**src/rtl/ugf_pkg.sv**
```systemverilog
package ugf_pkg;

    localparam int ADDR_W = 5;
    localparam int DATA_W = 8;
    localparam int PIN_NUM = 8;
    localparam int REG_NUM = 29;

    localparam logic [ADDR_W-1:0] OFS_DIV_LOW = 5'h00;
    localparam logic [ADDR_W-1:0] OFS_DIV_HIGH = 5'h01;
    localparam logic [ADDR_W-1:0] OFS_FRAC_DIV = 5'h02;
    localparam logic [ADDR_W-1:0] OFS_IRQ_ENABLE = 5'h03;
    localparam logic [ADDR_W-1:0] OFS_FIFO_CTRL = 5'h04;
    localparam logic [ADDR_W-1:0] OFS_IRQ_STATUS = 5'h05;
    localparam logic [ADDR_W-1:0] OFS_LINE_CTRL = 5'h06;
    localparam logic [ADDR_W-1:0] OFS_MODEM_CTRL = 5'h07;
    localparam logic [ADDR_W-1:0] OFS_LINE_STATUS = 5'h08;
    localparam logic [ADDR_W-1:0] OFS_MODEM_STATUS = 5'h09;
    localparam logic [ADDR_W-1:0] OFS_SCRATCH = 5'h0A;
    localparam logic [ADDR_W-1:0] OFS_FLOW_HYST = 5'h0B;
    localparam logic [ADDR_W-1:0] OFS_SPECIAL_FUNC = 5'h0C;
    localparam logic [ADDR_W-1:0] OFS_ENH_MODE_SEL = 5'h0D;
    localparam logic [ADDR_W-1:0] OFS_FIFO_LEVEL = 5'h0E;
    localparam logic [ADDR_W-1:0] OFS_TRIGGER_LEVEL = 5'h0F;
    localparam logic [ADDR_W-1:0] OFS_FEATURE_CTRL = 5'h10;
    localparam logic [ADDR_W-1:0] OFS_ENH_FEATURE = 5'h11;
    localparam logic [ADDR_W-1:0] OFS_RESUME_ONE = 5'h12;
    localparam logic [ADDR_W-1:0] OFS_RESUME_TWO = 5'h13;
    localparam logic [ADDR_W-1:0] OFS_PAUSE_ONE = 5'h14;
    localparam logic [ADDR_W-1:0] OFS_PAUSE_TWO = 5'h15;
    localparam logic [ADDR_W-1:0] OFS_PIN_LEVEL = 5'h16;
    localparam logic [ADDR_W-1:0] OFS_PIN_IRQ_EN = 5'h17;
    localparam logic [ADDR_W-1:0] OFS_PIN_TRISTATE = 5'h18;
    localparam logic [ADDR_W-1:0] OFS_PIN_POLARITY = 5'h19;
    localparam logic [ADDR_W-1:0] OFS_PIN_DIRECTION = 5'h1A;
    localparam logic [ADDR_W-1:0] OFS_PIN_EVT_STATUS = 5'h1B;
    localparam logic [ADDR_W-1:0] OFS_PIN_EVT_MASK = 5'h1C;

    localparam logic [DATA_W-1:0] RST_ZERO = 8'h00;
    localparam logic [DATA_W-1:0] RST_DIV_LOW = 8'h01;
    localparam logic [DATA_W-1:0] RST_DIV_HIGH = 8'h00;
    localparam logic [DATA_W-1:0] RST_IRQ_STATUS = 8'h01;
    localparam logic [DATA_W-1:0] IRQ_STATUS_PENDING = 8'h00;
    localparam logic [DATA_W-1:0] RST_LINE_STATUS = 8'h60;
    localparam logic [DATA_W-1:0] RST_SCRATCH = 8'hFF;
    localparam logic [DATA_W-1:0] RST_TRIGGER_LEVEL = 8'h01;
    localparam logic [DATA_W-1:0] RST_PIN_DIRECTION = 8'hFF;

    localparam int EFR_AUTO_CTS_BIT = 7;
    localparam int SFR_NINE_BIT_BIT = 0;
    localparam int MCR_DTR_BIT = 0;
    localparam int MCR_RTS_BIT = 1;

    // Entries that only software writes; the others are status or are computed, or the pin event mask, which is kept in its own register.
    localparam logic [REG_NUM-1:0] RW_MASK = 29'h07FF_BCDF;

    function automatic logic [DATA_W-1:0] resetValue(input logic [ADDR_W-1:0] idx);
        logic [DATA_W-1:0] val;
        val = RST_ZERO;
        unique case (idx)
            OFS_DIV_LOW: val = RST_DIV_LOW;
            OFS_DIV_HIGH: val = RST_DIV_HIGH;
            OFS_SCRATCH: val = RST_SCRATCH;
            OFS_TRIGGER_LEVEL: val = RST_TRIGGER_LEVEL;
            OFS_PIN_DIRECTION: val = RST_PIN_DIRECTION;
            default: val = RST_ZERO;
        endcase
        return val;
    endfunction : resetValue

endpackage : ugf_pkg

```
**src/rtl/ugf_cts_gate.sv**
```systemverilog
`timescale 1ns/10ps
`default_nettype none
module ugf_cts_gate
(
    input wire logic clk_sys,
    input wire logic srst,
    input wire logic autoCtsEn,
    input wire logic ctsN,
    input wire logic charBoundary,
    output logic txHalt
);

    logic txHalt_q;
    logic txHalt_d;

    // The halt only changes between characters so a frame is never cut short.
    // halt on high clear-to-send
    assign txHalt_d = charBoundary ? (autoCtsEn & ctsN) : txHalt_q;

    always_ff @(posedge clk_sys)
    begin
        if (srst)
            txHalt_q <= 1'b0;
        else
            txHalt_q <= txHalt_d;
    end

    assign txHalt = txHalt_q;

endmodule : ugf_cts_gate
`default_nettype wire

```
**src/rtl/ugf_pin_port.sv**
```systemverilog
`timescale 1ns/10ps
`default_nettype none
module ugf_pin_port
(
    input wire logic clk_sys,
    input wire logic srst,
    input wire logic [ugf_pkg::PIN_NUM-1:0] pinIn,
    input wire logic [ugf_pkg::PIN_NUM-1:0] levelOut,
    input wire logic [ugf_pkg::PIN_NUM-1:0] irqEnable,
    input wire logic [ugf_pkg::PIN_NUM-1:0] tristate,
    input wire logic [ugf_pkg::PIN_NUM-1:0] polarity,
    input wire logic [ugf_pkg::PIN_NUM-1:0] direction,
    output logic [ugf_pkg::PIN_NUM-1:0] levelRead,
    output logic [ugf_pkg::PIN_NUM-1:0] pinEvent,
    output logic [ugf_pkg::PIN_NUM-1:0] pinOut,
    output logic [ugf_pkg::PIN_NUM-1:0] pinOe
);
    import ugf_pkg::*;

    logic [PIN_NUM-1:0] prevIn_q;

    genvar p;
    generate
        for (p = 0; p < PIN_NUM; p++)
        begin : gPin
            assign levelRead[p] = pinIn[p] ^ polarity[p];
            assign pinEvent[p] = direction[p] & irqEnable[p] & ~(prevIn_q[p] ^ polarity[p])
                & (pinIn[p] ^ polarity[p]);
            assign pinOe[p] = ~direction[p] & ~tristate[p];
            assign pinOut[p] = levelOut[p];

            always_ff @(posedge clk_sys)
            begin
                if (srst)
                    prevIn_q[p] <= pinIn[p] ^ 1'b0;
                else
                    prevIn_q[p] <= pinIn[p];
            end
        end
    endgenerate

endmodule : ugf_pin_port
`default_nettype wire

```
**src/rtl/ugf_top.sv**
```systemverilog
// The address map and the plain strobed port were decided locally.
`timescale 1ns/10ps
`default_nettype none
module ugf_top
(
    input wire logic clk_sys,
    input wire logic srst,
    input wire logic pwrOnRst,
    input wire logic [ugf_pkg::ADDR_W-1:0] regAddr,
    input wire logic [ugf_pkg::DATA_W-1:0] regWrData,
    input wire logic regWr,
    input wire logic regRd,
    output logic [ugf_pkg::DATA_W-1:0] regRdData,
    input wire logic ctsN,
    input wire logic dsrN,
    input wire logic riN,
    input wire logic cdN,
    input wire logic txSerialIn,
    input wire logic txCharBoundary,
    input wire logic [ugf_pkg::DATA_W-1:0] rxData,
    input wire logic rxValid,
    input wire logic [ugf_pkg::PIN_NUM-1:0] pinIn,
    output logic serialTx,
    output logic txHalt,
    output logic rtsN,
    output logic dtrN,
    output logic irq,
    output logic irqN,
    output logic addrMatch,
    output logic [ugf_pkg::PIN_NUM-1:0] pinOut,
    output logic [ugf_pkg::PIN_NUM-1:0] pinOe
);
    import ugf_pkg::*;

    logic [DATA_W-1:0] regs_q [0:REG_NUM-1];
    logic [REG_NUM-1:0] wrHit;
    logic [DATA_W-1:0] rdData_q;
    logic [DATA_W-1:0] rdData_d;
    logic [DATA_W-1:0] rdStored;
    logic addrInRange;

    logic [PIN_NUM-1:0] evtStatus_q;
    logic [PIN_NUM-1:0] evtStatus_d;
    logic [PIN_NUM-1:0] evtMask_q;
    logic [PIN_NUM-1:0] pinEvent;
    logic [PIN_NUM-1:0] levelRead;
    logic [PIN_NUM-1:0] pinOutW;
    logic [PIN_NUM-1:0] pinOeW;
    logic [PIN_NUM-1:0] pinOut_q;
    logic [PIN_NUM-1:0] pinOe_q;
    logic evtWr;
    logic evtMaskWr;
    logic irqAny;
    logic irq_q;
    logic irqN_q;

    logic [3:0] modemIn;
    logic [3:0] modemPrev_q;
    logic [3:0] modemDelta_q;
    logic [3:0] modemDelta_d;
    logic msRead;
    logic [DATA_W-1:0] modemStatus;
    logic [DATA_W-1:0] irqStatus;

    logic autoCtsEn;
    logic nineBitMode;
    logic txHaltW;
    logic serialTx_q;
    logic rtsN_q;
    logic dtrN_q;
    logic addrMatch_q;
    logic addrMatch_d;

    assign addrInRange = (regAddr < ADDR_W'(REG_NUM));

    // Generic register storage; status entries are masked out of the write path.
    genvar i;
    generate
        for (i = 0; i < REG_NUM; i++)
        begin : gReg
            localparam logic [ADDR_W-1:0] IDX = ADDR_W'(i);
            localparam bit POWER_UP_ONLY = (IDX == OFS_DIV_LOW) || (IDX == OFS_DIV_HIGH);
            assign wrHit[i] = regWr & (regAddr == IDX) & RW_MASK[i];

            always_ff @(posedge clk_sys)
            begin
                if (pwrOnRst || (srst && !POWER_UP_ONLY))
                    regs_q[i] <= resetValue(IDX);
                else if (wrHit[i])
                    regs_q[i] <= regWrData;
            end
        end
    endgenerate

    assign autoCtsEn = regs_q[OFS_ENH_FEATURE][EFR_AUTO_CTS_BIT];
    assign nineBitMode = regs_q[OFS_SPECIAL_FUNC][SFR_NINE_BIT_BIT];

    ugf_cts_gate uCtsGate
    (
        .clk_sys(clk_sys),
        .srst(srst),
        .autoCtsEn(autoCtsEn),
        .ctsN(ctsN),
        .charBoundary(txCharBoundary),
        .txHalt(txHaltW)
    );

    ugf_pin_port uPinPort
    (
        .clk_sys(clk_sys),
        .srst(srst),
        .pinIn(pinIn),
        .levelOut(regs_q[OFS_PIN_LEVEL]),
        .irqEnable(regs_q[OFS_PIN_IRQ_EN]),
        .tristate(regs_q[OFS_PIN_TRISTATE]),
        .polarity(regs_q[OFS_PIN_POLARITY]),
        .direction(regs_q[OFS_PIN_DIRECTION]),
        .levelRead(levelRead),
        .pinEvent(pinEvent),
        .pinOut(pinOutW),
        .pinOe(pinOeW)
    );

    // Pin event status is sticky; a new edge wins over a write-one-to-clear.
    assign evtWr = regWr & (regAddr == OFS_PIN_EVT_STATUS);
    assign evtMaskWr = regWr & (regAddr == OFS_PIN_EVT_MASK);
    assign evtStatus_d = (evtStatus_q & ~(evtWr ? regWrData : RST_ZERO)) | pinEvent;
    assign irqAny = |(evtStatus_q & evtMask_q);

    // address match against second pause char
    assign addrMatch_d = nineBitMode & rxValid & (rxData == regs_q[OFS_PAUSE_TWO]);

    // upper nibble is complement of inputs
    assign modemIn = {cdN, riN, dsrN, ctsN};
    assign msRead = regRd & (regAddr == OFS_MODEM_STATUS);
    assign modemDelta_d = ((msRead ? 4'h0 : modemDelta_q) | (modemIn ^ modemPrev_q));
    assign modemStatus = {~modemIn, modemDelta_q};
    assign irqStatus = irqAny ? IRQ_STATUS_PENDING : RST_IRQ_STATUS;

    // true level read with polarity 0
    // inverted level read with polarity 1
    assign rdStored = regs_q[regAddr];
    assign rdData_d = !regRd ? RST_ZERO :
        !addrInRange ? RST_ZERO :
        (regAddr == OFS_IRQ_STATUS) ? irqStatus :
        (regAddr == OFS_LINE_STATUS) ? RST_LINE_STATUS :
        (regAddr == OFS_MODEM_STATUS) ? modemStatus :
        (regAddr == OFS_FIFO_LEVEL) ? RST_ZERO :
        (regAddr == OFS_PIN_LEVEL) ? levelRead :
        (regAddr == OFS_PIN_EVT_STATUS) ? evtStatus_q :
        (regAddr == OFS_PIN_EVT_MASK) ? evtMask_q :
        rdStored;

    always_ff @(posedge clk_sys)
    begin
        if (srst)
        begin
            rdData_q <= RST_ZERO;
            evtStatus_q <= RST_ZERO;
            evtMask_q <= RST_ZERO;
        end
        else
        begin
            rdData_q <= rdData_d;
            evtStatus_q <= evtStatus_d;
            if (evtMaskWr)
                evtMask_q <= regWrData;
        end
    end

    // The delta bits start clear because the previous sample is loaded at reset.
    // lower nibble zero after reset
    always_ff @(posedge clk_sys)
    begin
        if (srst)
        begin
            modemDelta_q <= 4'h0;
            modemPrev_q <= modemIn;
        end
        else
        begin
            modemDelta_q <= modemDelta_d;
            modemPrev_q <= modemIn;
        end
    end

    // hold the line idle while halted
    always_ff @(posedge clk_sys)
    begin
        if (srst)
        begin
            serialTx_q <= 1'b1;
            rtsN_q <= 1'b1;
            dtrN_q <= 1'b1;
            irq_q <= 1'b0;
            irqN_q <= 1'b1;
            addrMatch_q <= 1'b0;
            pinOut_q <= RST_ZERO;
            pinOe_q <= RST_ZERO;
        end
        else
        begin
            serialTx_q <= txHaltW | txSerialIn;
            rtsN_q <= ~regs_q[OFS_MODEM_CTRL][MCR_RTS_BIT];
            dtrN_q <= ~regs_q[OFS_MODEM_CTRL][MCR_DTR_BIT];
            irq_q <= irqAny;
            irqN_q <= ~irqAny;
            addrMatch_q <= addrMatch_d;
            pinOut_q <= pinOutW;
            pinOe_q <= pinOeW;
        end
    end

    assign regRdData = rdData_q;
    assign serialTx = serialTx_q;
    assign txHalt = txHaltW;
    assign rtsN = rtsN_q;
    assign dtrN = dtrN_q;
    assign irq = irq_q;
    assign irqN = irqN_q;
    assign addrMatch = addrMatch_q;
    assign pinOut = pinOut_q;
    assign pinOe = pinOe_q;

endmodule : ugf_top
`default_nettype wire

```
**config.mk**
```make
export PLATFORM = sky130hd
export DESIGN_NAME = ugf_top
export DESIGN_NICKNAME = d
export VERILOG_FILES = /design/src/rtl/ugf_pkg.sv /design/src/rtl/ugf_cts_gate.sv /design/src/rtl/ugf_pin_port.sv /design/src/rtl/ugf_top.sv
export SDC_FILE = /design/constraint.sdc
export NUM_CORES = 1
export LEC_CHECK = 0
export BUFFER_PORTS_ARGS = -buffer_cell sky130_fd_sc_hd__buf_2
export CORE_ASPECT_RATIO = 0.5
export CORE_MARGIN = 2
export CORE_UTILIZATION = 51
export CTS_BUF_LIST = sky130_fd_sc_hd__clkbuf_4 sky130_fd_sc_hd__clkbuf_8
export DETAILED_ROUTE_END_ITERATION = 8
export GPL_TIMING_DRIVEN = 0
export PLACE_DENSITY = 0.81
export SLEW_MARGIN = 20
export SYNTH_ARGS = -nofsm -noshare
export SYNTH_HDL_FRONTEND = slang
export SYNTH_SLANG_ARGS = --single-unit
```
**constraint.sdc**
```tcl
create_clock -name clk_sys -period 1.9 [get_ports clk_sys]
set_input_delay 0.095 -clock clk_sys [delete_from_list [all_inputs] [get_ports clk_sys]]
set_output_delay 0.095 -clock clk_sys [all_outputs]
set_load 0.02 [all_outputs]
```
==> flow_summary.json <==
{
  "crit_fanout": 10,
  "max_freq_ghz": 0.493,
  "synthCells": 942,
  "rows": 38,
  "io_pins": 72,
  "max_slew_margin": 0.329,
  "hold_viol": 0,
  "min_path_type": "in2reg",
  "peakVddDrop_v": 0.000346,
  "place_hpwl_um": 26300,
  "syn_nets": 983,
  "final_area_mm2": 0.0132,
  "grt_usage": 0.322,
  "fin_ws_ps": -127,
  "overflow": 0,
  "fin_skew_ps": 21.7,
  "maxSlewViolCount": 0,
  "htreeDepth": 2,
  "synth-warning-count": 0,
  "synth-seq-cells": 247,
  "vias": 8806,
  "ys.flop_type": "edfxtp_1",
  "clock_sinks": 247,
  "drc": 0,
  "synth_area_mm2": 0.0114,
  "synth_top_area_cell": "edfxtp_1",
  "cts_tree": "built",
  "post_dp_cell_area_mm2": 0.0121,
  "start_util": 0.523,
  "areaGrowthSynthToFinish_pct": 15.6,
  "failed_checks": "negative setup slack",
  "p_leak_nw": 4.98,
  "drt_wl_total_um": 37800,
  "start_kind": "input port",
  "end_kind": "register",
  "drive_gt1_frac": 0.208,
  "nets": 1115,
  "yosys.area.top_type_share": 0.485,
  "wl_per_cell_um": 27.0,
  "synth.distinct_cells": 60,
  "drt_iter0_drc": 1408,
  "status": "finished, violations left",
  "wl_met1_um": 15300,
  "finalCriticalPeriod_ps": 2030,
  "syn_area_per_cell_um2": 12.1,
  "reg2regPathDepth": 5,
  "rsz0062_at_grt": "yes",
  "dp.cells": 1309,
  "ys_top_cells_by_area": "edfxtp_1 49%, dfxtp_1 11%, and2_1 9.2%",
  "clock_latency_ps": 540,
  "hold_start": "regRd",
  "synthArstFlopShare": 0,
  "mostFrequentLayoutCell": "edfxtp_1",
  "grt_max_degree": 11,
  "antenna_found_initial": 2,
  "hold_ws_ps": 18.4,
  "ant_nets": 0,
  "cp.arrival_ps": 2190,
  "hold_end": "modemDelta_q[2]",
  "place_congestion": 0.981,
  "numCtsBuffers": 37,
  "die_y_um": 110,
  "grt_pass1_vias": 8426,
  "dr_wl_met3_um": 4900,
  "cp.required_ps": 2070,
  "port-buffer-count": 67,
  "rr_endpoint": "regRdData[4]",
  "instances_no_fill": 1398,
  "p_per_area_mw_per_mm2": 886,
  "via_per_inst": 6.30,
  "crit_type": "in2reg",
  "fp.dieArea_mm2": 0.0236,
  "yosysSeqAreaShare": 0.596,
  "drv_cap": 0,
  "cts-root-buf": "clkbuf_8",
  "grt_pass1_wl_um": 54200,
  "cts_buffer_depth": 3,
  "worst_pin_slew_ps": 999,
  "hold_path_depth": 4,
  "clkTransAtPathRegs_ps": 60,
  "place_ws_ps": -879,
  "synth_edf_count": 184,
  "top_layer": "met4",
  "die_w_um": 215,
  "most-common-layout-cells": "184 x edfxtp_1, 168 x and2_1, 79 x buf_2, 63 x dfxtp_1, 61 x nor2_1",
  "rrSetupSlack_ps": -10,
  "dr.pass1.iters": 5,
  "rr_startpoint": "regs_q[23][4]",
  "core_mm2": 0.0218,
  "fin_util": 0.605,
  "min_period_over_period": 1.07,
  "met2WireLength_um": 16100,
  "setup_viol": 105
}
## report_power, final
group / total (mW) / switching, mW / internal (mW)
sequential: 6.19 / 0.134 / 6.05
combinational: 1.23 / 0.822 / 0.409
clock: 4.24 / 2.13 / 2.11
total: 11.7 / 3.09 / 8.57
## per-layer routing
metal	global-route usage	vias to the layer above
met3	0.0913	108
met2	0.485	675
met4	0.135	0
li1	-	3711
met1	0.443	4312
met5	0	-
## state kept, by name, indices dropped and copies added, names as in the netlist, 4 cells and up
register / cells
modemDelta_q: 4
modemPrev_q: 4
evtMask_q: 8
regRdData: 8
pinOe: 8
regs_q: 184
pinOut: 8
uPinPort.prevIn_q: 8
evtStatus_q: 8
## synth_stat cells (4+ instances only)
| master | count |
|---|---|
| o21ai_0 | 43 |
| and2_1 | 168 |
| mux2_2 | 11 |
| o22ai_1 | 6 |
| nor2_1 | 63 |
| a32oi_1 | 10 |
| mux4_2 | 21 |
| dfxtp_1 | 63 |
| a21oi_1 | 27 |
| xnor2_1 | 5 |
| or2_2 | 11 |
| a211oi_1 | 9 |
| edfxtp_1 | 184 |
| o211ai_1 | 4 |
| a22oi_1 | 12 |
| o21a_1 | 4 |
| nand3_1 | 18 |
| a221oi_1 | 4 |
| and3_1 | 4 |
| nor3_1 | 21 |
| or3_1 | 11 |
| buf_4 | 6 |
| nor2b_1 | 14 |
| xor2_1 | 14 |
| o2111ai_1 | 4 |
| o221ai_1 | 6 |
| mux2i_1 | 30 |
| buf_2 | 14 |
| nand2_1 | 51 |
| buf_6 | 5 |
| nand2b_1 | 16 |
| nand4_1 | 4 |
| clkbuf_1 | 35 |
| a22o_1 | 4 |
## critical path, stage by stage
cell and delay [ps]:
buf_2 190, clkbuf_1 480, buf_1 560, nand3_1 370, o21ai_2 490
## per-stage QoR
step	setup TNS [ps]	total power [mW]
2_1_floorplan	0	6.87
3_3_place_gp	-184590	7.37
3_5_place_dp	-158800	7.39
4_1_cts	-475	11.5
5_1_grt	-10390	11.9
6_report	-5400	11.7
## kinds of logic after synthesis
kind of cell,Yosys count,share of synthesized area
buffers and inverters,65,0.0282
and+or+nand+nor,395,0.190
xor gates and xnor gates,19,0.0146
AOI/OAI and AO/OA,152,0.0884
DFF,247,0.596
muxes,64,0.0824
## timing repair
action,in CTS,in global routing
pin swaps,0,2
gates cloned,0,0
gates resized for setup,12,27
endpoints found under the hold margin,23,0
buffers inserted,0,2
setup endpoints to repair,46,213
hold buffers,24,0
## final cells by class
| cell class | instances | area (um^2) |
|---|---|---|
| multi-input combinational | 630 | 4400 |
| clock inverter | 12 | 60.1 |
| antenna | 2 | 5.00 |
| timing repair buffer | 93 | 591 |
| inverter | 3 | 11.3 |
| buffer | 62 | 318 |
| sequential | 247 | 6790 |
| tap | 300 | 375 |
| fill | 1713 | 8610 |
| clock buffer | 49 | 618 |
## worst max path at each step
stage / from / endpoint / cells after the start
after floorplan: regAddr[0] / regs_q[16][0] / 5
after global placement: regAddr[4] / regs_q[22][5] / 5
after detailed placement: regAddr[4] / regs_q[20][1] / 5
after CTS: regAddr[4] / regs_q[20][2] / 5
after global routing: regAddr[3] / regs_q[18][3] / 6
final: regAddr[4] / regs_q[23][4] / 5
Power figures use the tool's default switching activity.
